$ cat src/rtl/gpt_defs.svh
`ifndef GPT_DEFS_SVH
`define GPT_DEFS_SVH
// word byte offsets on the wishbone bus
`define GPT_A_CTL_LO 6'h00
`define GPT_A_CNT_LO 6'h04
`define GPT_A_PER_LO 6'h08
`define GPT_A_CTL_HI 6'h0C
`define GPT_A_CNT_HI 6'h10
`define GPT_A_PER_HI 6'h14
`define GPT_A_FLAG 6'h18
// control fields
`define GPT_B_ON 15
`define GPT_B_GATE 7
`define GPT_B_PS_HI 6
`define GPT_B_PS_LO 4
`define GPT_B_PAIR 3
`define GPT_B_TCS 1
`define GPT_CTL_WMASK 16'h80FA
`define GPT_CTL_HI_WMASK 16'h80F2
// flag register: bit0 lower timer, bit1 upper timer, bit8/9 enables
`define GPT_B_FLAG_LO 0
`define GPT_B_FLAG_HI 1
`define GPT_B_EN_LO 8
`define GPT_B_EN_HI 9
`define GPT_RST16 16'h0000
`define GPT_RST32 32'h0000_0000
`define GPT_PER_RST 16'hFFFF
// prescaler terminal counts, divide ratio minus one
`define GPT_PS_LAST_D1 8'h00
`define GPT_PS_LAST_D2 8'h01
`define GPT_PS_LAST_D4 8'h03
`define GPT_PS_LAST_D8 8'h07
`define GPT_PS_LAST_D16 8'h0F
`define GPT_PS_LAST_D32 8'h1F
`define GPT_PS_LAST_D64 8'h3F
`define GPT_PS_MAX 8'hFF
`endif

$ cat src/rtl/gpt_pkg.sv
package gpt_pkg;
	typedef enum logic [1:0] {
		GPT_SRC_INT = 2'b00,
		GPT_SRC_GATE = 2'b01,
		GPT_SRC_EXT = 2'b10
	} gpt_src_e;
endpackage

$ cat src/rtl/gpt_timer_pair.sv
`timescale 1ns/1ps
`default_nettype none
`include "gpt_defs.svh"
module gpt_timer_pair (
	input wire logic clk_i, // peripheral bus clock, 125 MHz
	input wire logic rst_i, // synchronous reset, active high
	input wire logic wb_cyc_i, // wishbone cycle
	input wire logic wb_stb_i, // wishbone strobe
	input wire logic wb_we_i, // wishbone write enable
	input wire logic [5:0] wb_adr_i, // wishbone byte address
	input wire logic [3:0] wb_sel_i, // wishbone byte selects
	input wire logic [31:0] wb_dat_i, // wishbone write data
	output logic [31:0] wb_dat_o, // wishbone read data
	output logic wb_ack_o, // wishbone acknowledge
	input wire logic lower_pin_i, // lower timer clock/gate pin
	input wire logic upper_pin_i, // upper timer clock/gate pin
	output logic lower_event_o, // lower timer event flag and enable
	output logic upper_event_o // upper timer event flag and enable
);
	// the pair is one lower-controlling unit; no other pairing exists
	logic [15:0] ctl_lo_reg, ctl_hi_reg;
	logic [15:0] cnt_lo_reg, cnt_hi_reg, per_lo_reg, per_hi_reg;
	logic [1:0] flag_reg, en_reg;
	logic [1:0] lo_sync_reg, hi_sync_reg;
	logic lo_prev_reg, hi_prev_reg;
	logic [7:0] ps_lo_reg, ps_hi_reg;
	logic gate_lo_reg, gate_hi_reg;
	logic ack_reg;
	logic [31:0] dat_reg;
	logic lo_event, hi_event;
	logic [1:0] ev_set;

	wire logic acc = wb_cyc_i & wb_stb_i & ~ack_reg;
	wire logic wr = acc & wb_we_i;
	wire logic pair = ctl_lo_reg[`GPT_B_PAIR];
	wire logic lo_on = ctl_lo_reg[`GPT_B_ON];
	wire logic hi_on = ctl_hi_reg[`GPT_B_ON] | (pair & lo_on);
	wire logic wr_cnt_lo = wr & (wb_adr_i == `GPT_A_CNT_LO);
	wire logic wr_cnt_hi = wr & (wb_adr_i == `GPT_A_CNT_HI);
	wire logic wr_per_lo = wr & (wb_adr_i == `GPT_A_PER_LO);
	wire logic wr_per_hi = wr & (wb_adr_i == `GPT_A_PER_HI);
	wire logic wr_ctl_lo = wr & (wb_adr_i == `GPT_A_CTL_LO);
	wire logic wr_ctl_hi = wr & (wb_adr_i == `GPT_A_CTL_HI);
	wire logic wr_flag = wr & (wb_adr_i == `GPT_A_FLAG);

	function automatic logic [7:0] ps_last(input logic [2:0] code);
		// terminal count of the prescaler for divide 1..256
		case (code)
			3'b000: ps_last = `GPT_PS_LAST_D1;
			3'b001: ps_last = `GPT_PS_LAST_D2;
			3'b010: ps_last = `GPT_PS_LAST_D4;
			3'b011: ps_last = `GPT_PS_LAST_D8;
			3'b100: ps_last = `GPT_PS_LAST_D16;
			3'b101: ps_last = `GPT_PS_LAST_D32;
			3'b110: ps_last = `GPT_PS_LAST_D64;
			default: ps_last = `GPT_PS_MAX;
		endcase
	endfunction

	// gate bit stays stored; it is only hidden while the external source is chosen
	function automatic logic [15:0] ctl_rd(input logic [15:0] c);
		ctl_rd = c;
		if (c[`GPT_B_TCS]) begin
			ctl_rd[`GPT_B_GATE] = 1'b0;
		end
	endfunction

	function automatic gpt_pkg::gpt_src_e src_of(input logic [15:0] c);
		if (c[`GPT_B_TCS]) begin
			src_of = gpt_pkg::GPT_SRC_EXT;
		end else if (c[`GPT_B_GATE]) begin
			src_of = gpt_pkg::GPT_SRC_GATE;
		end else begin
			src_of = gpt_pkg::GPT_SRC_INT;
		end
	endfunction

	// pins are asynchronous to the bus clock; the first stage feeds only the second
	// an edge is seen two clocks after the pin moves
	always_ff @(posedge clk_i) begin
		if (rst_i) begin
			lo_sync_reg <= 2'b00;
			hi_sync_reg <= 2'b00;
			lo_prev_reg <= 1'b0;
			hi_prev_reg <= 1'b0;
		end else begin
			lo_sync_reg <= {lo_sync_reg[0], lower_pin_i};
			hi_sync_reg <= {hi_sync_reg[0], upper_pin_i};
			lo_prev_reg <= lo_sync_reg[1];
			hi_prev_reg <= hi_sync_reg[1];
		end
	end

	wire logic lo_rise = lo_sync_reg[1] & ~lo_prev_reg;
	wire logic lo_fall = ~lo_sync_reg[1] & lo_prev_reg;
	wire logic hi_rise = hi_sync_reg[1] & ~hi_prev_reg;
	wire logic hi_fall = ~hi_sync_reg[1] & hi_prev_reg;

	// in pair mode the upper pin is never looked at
	wire gpt_pkg::gpt_src_e src_lo = src_of(ctl_lo_reg);
	wire gpt_pkg::gpt_src_e src_hi = src_of(ctl_hi_reg);
	// prescaler terminal values for the selected divide ratio
	wire logic [7:0] last_lo = ps_last(ctl_lo_reg[`GPT_B_PS_HI:`GPT_B_PS_LO]);
	wire logic [7:0] last_hi = ps_last(ctl_hi_reg[`GPT_B_PS_HI:`GPT_B_PS_LO]);

	// gate windows: open on rising edge, close on falling edge
	always_ff @(posedge clk_i) begin
		if (rst_i || !lo_on) begin
			gate_lo_reg <= 1'b0;
		end else if (lo_rise) begin
			gate_lo_reg <= 1'b1;
		end else if (lo_fall) begin
			gate_lo_reg <= 1'b0;
		end
	end

	always_ff @(posedge clk_i) begin
		// held shut while paired so a moving upper pin cannot open it
		if (rst_i || !hi_on || pair) begin
			gate_hi_reg <= 1'b0;
		end else if (hi_rise) begin
			gate_hi_reg <= 1'b1;
		end else if (hi_fall) begin
			gate_hi_reg <= 1'b0;
		end
	end

	// raw timer ticks before the prescaler
	// internal source ticks every cycle, gate mode only while the window is open
	wire logic tick_lo = (src_lo == gpt_pkg::GPT_SRC_EXT) ? lo_rise :
		(src_lo == gpt_pkg::GPT_SRC_GATE) ? gate_lo_reg : 1'b1;
	wire logic tick_hi = (src_hi == gpt_pkg::GPT_SRC_EXT) ? hi_rise :
		(src_hi == gpt_pkg::GPT_SRC_GATE) ? gate_hi_reg : 1'b1;

	// prescalers: clear on reset, disable or a write to their own count address
	// external prescaling starts on the first synced edge, with no extra resync delay
	always_ff @(posedge clk_i) begin
		if (rst_i || !lo_on || wr_cnt_lo) begin
			ps_lo_reg <= `GPT_PS_LAST_D1;
		end else if (tick_lo) begin
			ps_lo_reg <= (ps_lo_reg >= last_lo) ?
				`GPT_PS_LAST_D1 : ps_lo_reg + 8'h01;
		end
	end

	always_ff @(posedge clk_i) begin
		if (rst_i || !hi_on || pair || wr_cnt_hi) begin
			ps_hi_reg <= `GPT_PS_LAST_D1;
		end else if (tick_hi) begin
			ps_hi_reg <= (ps_hi_reg >= last_hi) ?
				`GPT_PS_LAST_D1 : ps_hi_reg + 8'h01;
		end
	end

	wire logic inc_lo = lo_on & tick_lo &
		(ps_lo_reg >= last_lo);
	wire logic inc_hi = hi_on & ~pair & tick_hi &
		(ps_hi_reg >= last_hi);

	wire logic [31:0] cnt32 = {cnt_hi_reg, cnt_lo_reg};
	wire logic [31:0] per32 = {per_hi_reg, per_lo_reg};
	wire logic eq32 = (cnt32 == per32);
	wire logic eq_lo = (cnt_lo_reg == per_lo_reg);
	wire logic eq_hi = (cnt_hi_reg == per_hi_reg);
	// the wrap lands on the tick after the count reaches the period
	wire logic [31:0] nxt32 = eq32 ? `GPT_RST32 : cnt32 + 32'h0000_0001;
	wire logic [15:0] nxt_lo = eq_lo ? `GPT_RST16 : cnt_lo_reg + 16'h0001;
	wire logic [15:0] nxt_hi = eq_hi ? `GPT_RST16 : cnt_hi_reg + 16'h0001;

	// lower half of the count, or the whole low word in pair mode
	always_ff @(posedge clk_i) begin
		if (rst_i) begin
			cnt_lo_reg <= `GPT_RST16;
		end else if (wr_cnt_lo) begin
			if (wb_sel_i[0]) begin
				cnt_lo_reg[7:0] <= wb_dat_i[7:0];
			end
			if (wb_sel_i[1]) begin
				cnt_lo_reg[15:8] <= wb_dat_i[15:8];
			end
		end else if (inc_lo) begin
			cnt_lo_reg <= pair ? nxt32[15:0] : nxt_lo;
		end
	end

	// the upper half takes the high word of a 32-bit lower write in pair mode
	// a direct upper-count write still lands while paired; use the lower address
	always_ff @(posedge clk_i) begin
		if (rst_i) begin
			cnt_hi_reg <= `GPT_RST16;
		end else if (wr_cnt_lo && pair) begin
			if (wb_sel_i[2]) begin
				cnt_hi_reg[7:0] <= wb_dat_i[23:16];
			end
			if (wb_sel_i[3]) begin
				cnt_hi_reg[15:8] <= wb_dat_i[31:24];
			end
		end else if (wr_cnt_hi) begin
			if (wb_sel_i[0]) begin
				cnt_hi_reg[7:0] <= wb_dat_i[7:0];
			end
			if (wb_sel_i[1]) begin
				cnt_hi_reg[15:8] <= wb_dat_i[15:8];
			end
		end else if (pair && inc_lo) begin
			cnt_hi_reg <= nxt32[31:16];
		end else if (inc_hi) begin
			cnt_hi_reg <= nxt_hi;
		end
	end

	always_ff @(posedge clk_i) begin
		if (rst_i) begin
			per_lo_reg <= `GPT_PER_RST;
			per_hi_reg <= `GPT_PER_RST;
		end else begin
			if (wr_per_lo) begin
				if (wb_sel_i[0]) begin
					per_lo_reg[7:0] <= wb_dat_i[7:0];
				end
				if (wb_sel_i[1]) begin
					per_lo_reg[15:8] <= wb_dat_i[15:8];
				end
				if (pair && wb_sel_i[2]) begin
					per_hi_reg[7:0] <= wb_dat_i[23:16];
				end
				if (pair && wb_sel_i[3]) begin
					per_hi_reg[15:8] <= wb_dat_i[31:24];
				end
			end
			if (wr_per_hi) begin
				if (wb_sel_i[0]) begin
					per_hi_reg[7:0] <= wb_dat_i[7:0];
				end
				if (wb_sel_i[1]) begin
					per_hi_reg[15:8] <= wb_dat_i[15:8];
				end
			end
		end
	end

	// control registers; upper one is locked while paired
	always_ff @(posedge clk_i) begin
		if (rst_i) begin
			ctl_lo_reg <= `GPT_RST16;
			ctl_hi_reg <= `GPT_RST16;
		end else begin
			// both low lanes are needed, so a mode never changes half-way
			if (wr_ctl_lo && wb_sel_i[1:0] == 2'b11) begin
				ctl_lo_reg <= wb_dat_i[15:0] & `GPT_CTL_WMASK;
			end
			if (wr_ctl_hi && wb_sel_i[1:0] == 2'b11 && !pair) begin
				ctl_hi_reg <= wb_dat_i[15:0] & `GPT_CTL_HI_WMASK;
			end
		end
	end

	// match events happen on the tick at which the count equals the period;
	// gated modes only ever report the gate falling edge
	// a gate event needs an open window; a pin falling while disabled stays silent
	always_comb begin
		lo_event = 1'b0;
		hi_event = 1'b0;
		if (pair) begin
			if (src_lo == gpt_pkg::GPT_SRC_GATE) begin
				hi_event = lo_on & lo_fall & gate_lo_reg;
			end else begin
				hi_event = inc_lo & eq32;
			end
		end else begin
			if (src_lo == gpt_pkg::GPT_SRC_GATE) begin
				lo_event = lo_on & lo_fall & gate_lo_reg;
			end else begin
				lo_event = inc_lo & eq_lo;
			end
			if (src_hi == gpt_pkg::GPT_SRC_GATE) begin
				hi_event = hi_on & hi_fall & gate_hi_reg;
			end else begin
				hi_event = inc_hi & eq_hi;
			end
		end
	end
	assign ev_set = {hi_event, lo_event};

	// one-cycle registration keeps flag latency well inside the allowed bound;
	// a set in the same cycle as a software clear wins
	always_ff @(posedge clk_i) begin
		if (rst_i) begin
			flag_reg <= 2'b00;
			en_reg <= 2'b00;
		end else begin
			if (wr_flag && wb_sel_i[0]) begin
				flag_reg <= (flag_reg & wb_dat_i[1:0]) | ev_set;
			end else begin
				flag_reg <= flag_reg | ev_set;
			end
			if (wr_flag && wb_sel_i[1]) begin
				en_reg <= wb_dat_i[9:8];
			end
		end
	end

	// in pair mode the lower flag and enable are ignored for event output
	always_ff @(posedge clk_i) begin
		if (rst_i) begin
			lower_event_o <= 1'b0;
			upper_event_o <= 1'b0;
		end else begin
			lower_event_o <= flag_reg[0] & en_reg[0] & ~pair;
			upper_event_o <= flag_reg[1] & en_reg[1];
		end
	end

	// wishbone slave: one wait state, unmapped reads return zero
	// writes land on the request edge; ack rises on that same edge
	// lanes beyond a register's width are ignored, except lanes 2/3 of lower count/period writes in pair mode
	always_ff @(posedge clk_i) begin
		if (rst_i) begin
			ack_reg <= 1'b0;
			dat_reg <= `GPT_RST32;
		end else begin
			ack_reg <= acc;
			if (acc) begin
				if (wb_adr_i == `GPT_A_CTL_LO) begin
					dat_reg <= {16'h0000, ctl_rd(ctl_lo_reg)};
				end else if (wb_adr_i == `GPT_A_CNT_LO) begin
					dat_reg <= pair ? cnt32 : {16'h0000, cnt_lo_reg};
				end else if (wb_adr_i == `GPT_A_PER_LO) begin
					dat_reg <= pair ? per32 : {16'h0000, per_lo_reg};
				end else if (wb_adr_i == `GPT_A_CTL_HI) begin
					dat_reg <= {16'h0000, ctl_rd(ctl_hi_reg)};
				end else if (wb_adr_i == `GPT_A_CNT_HI) begin
					dat_reg <= {16'h0000, cnt_hi_reg};
				end else if (wb_adr_i == `GPT_A_PER_HI) begin
					dat_reg <= {16'h0000, per_hi_reg};
				end else if (wb_adr_i == `GPT_A_FLAG) begin
					dat_reg <= {22'h00_0000, en_reg, 6'h00, flag_reg};
				end else begin
					dat_reg <= `GPT_RST32;
				end
			end
		end
	end

	assign wb_ack_o = ack_reg;
	assign wb_dat_o = dat_reg;
endmodule
`default_nettype wire

$ cat config.mk
export PLATFORM = sky130hd
export DESIGN_NAME = gpt_timer_pair
export DESIGN_NICKNAME = d
export VERILOG_FILES = /design/src/rtl/gpt_pkg.sv /design/src/rtl/gpt_timer_pair.sv
export VERILOG_INCLUDE_DIRS = /design/src /design/src/rtl
export SDC_FILE = /design/constraint.sdc
export NUM_CORES = 1
export LEC_CHECK = 0
export BUFFER_PORTS_ARGS = -buffer_cell sky130_fd_sc_hd__buf_2
export CORE_MARGIN = 5
export CORE_UTILIZATION = 45
export DETAILED_ROUTE_END_ITERATION = 10
export GPL_TIMING_DRIVEN = 0
export HOLD_SLACK_MARGIN = 0.15
export SYNTH_ARGS = -nofsm -noshare
export SYNTH_HDL_FRONTEND = slang
export SYNTH_SLANG_ARGS = --single-unit
$ cat constraint.sdc
create_clock -name clk_i -period 5.66 [get_ports clk_i]
set_clock_uncertainty 0.15 [all_clocks]
set_input_delay 0.283 -clock clk_i [delete_from_list [all_inputs] [get_ports clk_i]]
set_output_delay 0.283 -clock clk_i [all_outputs]
set_load 0.005 [all_outputs]
==> results.txt <==
status -> complete, no violations
Crit Path Max Fanout -> 10
Ports -> 84
crit share post-route -> 61.9%
CP required -> 5.80 ns
clk sinks -> 140
Pint -> 1.82 mW
CP Capture Type -> register
Post-Syn Area -> 0.00834 mm^2
GR Util met1 -> 38.1%
GRT met2 Usage -> 43.9%
register share of total power -> 42.2%
die span in y -> 146 um
Fill cells -> 1,709
Fmax -> 285 MHz
CP startpoint -> ctl_lo_reg[6]
Comb pwr share -> 6.3%
Worst Hold End -> cnt_hi_reg[9]
first-pass GRT wire length -> 46,100 um
die width -> 146 um
DIE AREA -> 0.0214 mm^2
net switching power -> 0.545 mW
commonest non-fill, non-tap cells in the layout -> dfxtp_1 (140), nor2_1 (136), buf_2 (107)
worst slew pin tran -> 0.951 ns
CTS clk-pin slew, worst paths -> 0.06 ns
Netlist cell types -> 88
largest area contributor in the netlist -> dfxtp_1
Leakage Power -> 3.71 nW
commonest non-fill, non-tap cell in the layout -> dfxtp_1
cells after synthesis -> 994
cells on worst reg2reg path -> 11
r2r startpoint -> ctl_lo_reg[6]
top cells by area, synth -> dfxtp_1 (34%), nor2_1 (6.1%), xor2_1 (4.9%), mux2i_1 (4.2%), a21oi_1 (3.6%)
EDFF count, synth -> 0
vias -> 8,284
HP Start -> wb_dat_i[25]
post-synth top area share -> 33.6%
TritonRoute pass-1 iters -> 6
P&R area growth vs syn -> 20.7%
sequential fraction of the synthesis area -> 33.6%
Initial Utilization -> 46.1%
max_slew headroom -> 36.1%
CTS buffer count -> 17
syn avg cell area -> 8.39 um^2
GRT met3 Usage -> 6.17%
critical path startpoint category -> register
gp weighted congestion -> 0.978
largest net degree at the start of global routing -> 17
Peak VDD IR -> 0.208 mV
number of flip-flops in the largest register -> 32
WL final -> 30,400 um
asr flop ratio synth -> 0%
PostCTS Resize Cnt -> 0
Buffers on Ports -> 80
Reg2Reg Setup Slack -> 2.16 ns
Synth Flop Type -> dfxtp_1
Fin Hold WS -> 0.175 ns
Final Setup Violations -> 0
Seq cells post-synth -> 140
clock tree buffer depth -> 2
fraction of power spent switching nets -> 23.0%
CTS tree -> done
YS warnings -> 0
DR vias/cell -> 6.02
clock power share -> 51.5%
Post-Route Setup TNS -> 0 ns
Clock Latency Late Sink -> 0.43 ns
FP Rows -> 49
Post-CTS Hold Fix Bufs -> 39
DR WL/cell -> 22.1 um
global route hottest layer -> met2
post-route minimum period -> 3.50 ns
RSZ-0062 raised after global routing -> no
gr usage total -> 27.8%
DR iter-0 viols -> 807
# Post-CTS Setup Buffers -> 0
reg-to-reg endpoint -> cnt_lo_reg[6]
DRC -> 0
PD cells -> 235 mW/mm^2
Hold Path Depth -> 3
Setup CP Type -> register to register
H-tree depth -> 4
Final ANT Viol Nets -> 0
share of layout cells above drive strength 1 -> 17.1%
post-layout net count -> 1,205
Max-Cap Viols -> 0
Hold WC Path Type -> input pin to register
number of antenna violations at the first check in global routing -> 0
Final Hold Fails -> 0
Mapped Nets -> 1,067
Overflow after GRT -> 0
clk root buf -> clkbuf_16
CORE AREA -> 0.0181 mm^2
vias in the first global route -> 7,696
crit path DAT -> 3.64 ns
Slew Limit Fails -> 0
post-DP HPWL -> 22,700 um
[stage by stage]
stage / util [%] / cell area (um^2) / cells / worst slack (ns) / power [mW]
2_1_floorplan: - / 8340 / 994 / 2.75 / 1.07
3_3_place_gp: 49.9 / 9030 / 1303 / 2.18 / 1.15
3_5_place_dp: 49.9 / 9030 / 1303 / 2.20 / 1.15
4_1_cts: 55.6 / 10100 / 1374 / 2.18 / 2.37
5_1_grt: 55.6 / 10100 / 1374 / 1.99 / 2.43
6_report: 55.6 / 10100 / 1375 / 2.16 / 2.37
[cells in the mapped netlist (all sizes together) (5+ instances only)]
master / number
clkbuf: 38
o21a: 7
xnor2: 5
nor2b: 23
nand2: 45
a211o: 18
a32o: 5
nand3: 32
a222oi: 6
a311oi: 7
nor4: 14
nor3: 20
o211ai: 8
a221oi: 13
and3: 18
a22o: 7
or3: 5
buf: 33
nand4: 11
nor2: 139
a22oi: 36
or2: 17
a211oi: 31
mux2i: 35
dfxtp: 140
a21o: 5
mux2: 5
a21oi: 64
and2: 8
ha: 24
o21ai: 43
a31oi: 10
inv: 26
xor2: 47
[how the worst max path moves through the flow]
stage / to / slack (ns)
floorplan: cnt_hi_reg[9] / 2.75
global placement: cnt_lo_reg[7] / 2.18
detailed placement: cnt_lo_reg[7] / 2.20
CTS: cnt_lo_reg[7] / 2.18
global route: cnt_lo_reg[5] / 1.99
finish: cnt_lo_reg[6] / 2.16
[cell families after synthesis]
group,Yosys count,synth area share [%]
simple gates,350,21.3
fa+ha+maj,24,3.60
flops,140,33.6
mux,42,5.42
buf+inv,97,4.91
compound gates,289,25.7
xor+xnor,52,5.46
[critical path, cell delays in order (launching register included)]
cell and delay [ns]:
dfxtp_1 0.29, clkbuf_1 0.24, or3_1 0.37, ha_1 0.27, nand2b_1 0.14, a2111oi_1 0.53
nor3_1 0.16, nor2_2 0.43, o22ai_1 0.27, buf_2 0.26, a22oi_1 0.18, nor2_1 0.06
[per-layer routing]
metal  routed length (um)  share of wire, %  up-vias
li1                     -                 -     3940
met2                13600                45      387
met5                    0                 0        -
met3                 2590               8.5       51
met1                13400                44     3906
met4                  788               2.6        0
[power by group through the flow]
stage               Sequential, mW  Clock (mW)  Combinational (mW)
detailed placement            1.02           0               0.125
global placement              1.02           0               0.126
global route                 0.999        1.27               0.157
floorplan                     1.02           0              0.0546
finish                       0.999        1.22               0.148
CTS                          0.999        1.23               0.145
[final cells by class]
class	instances	area, um^2	share of cell area (%)
multi-input cells	757	5130	51.0
flip-flops and latches	140	2800	27.9
repair buffers	119	791	7.86
clock buffers	22	474	4.71
plain buffers	71	312	3.10
well taps	229	287	2.85
clock inverters	10	163	1.62
inverters	26	97.6	0.970
diodes	1	2.50	0.0249
No activity file was read; power rests on OpenSTA's default activity.
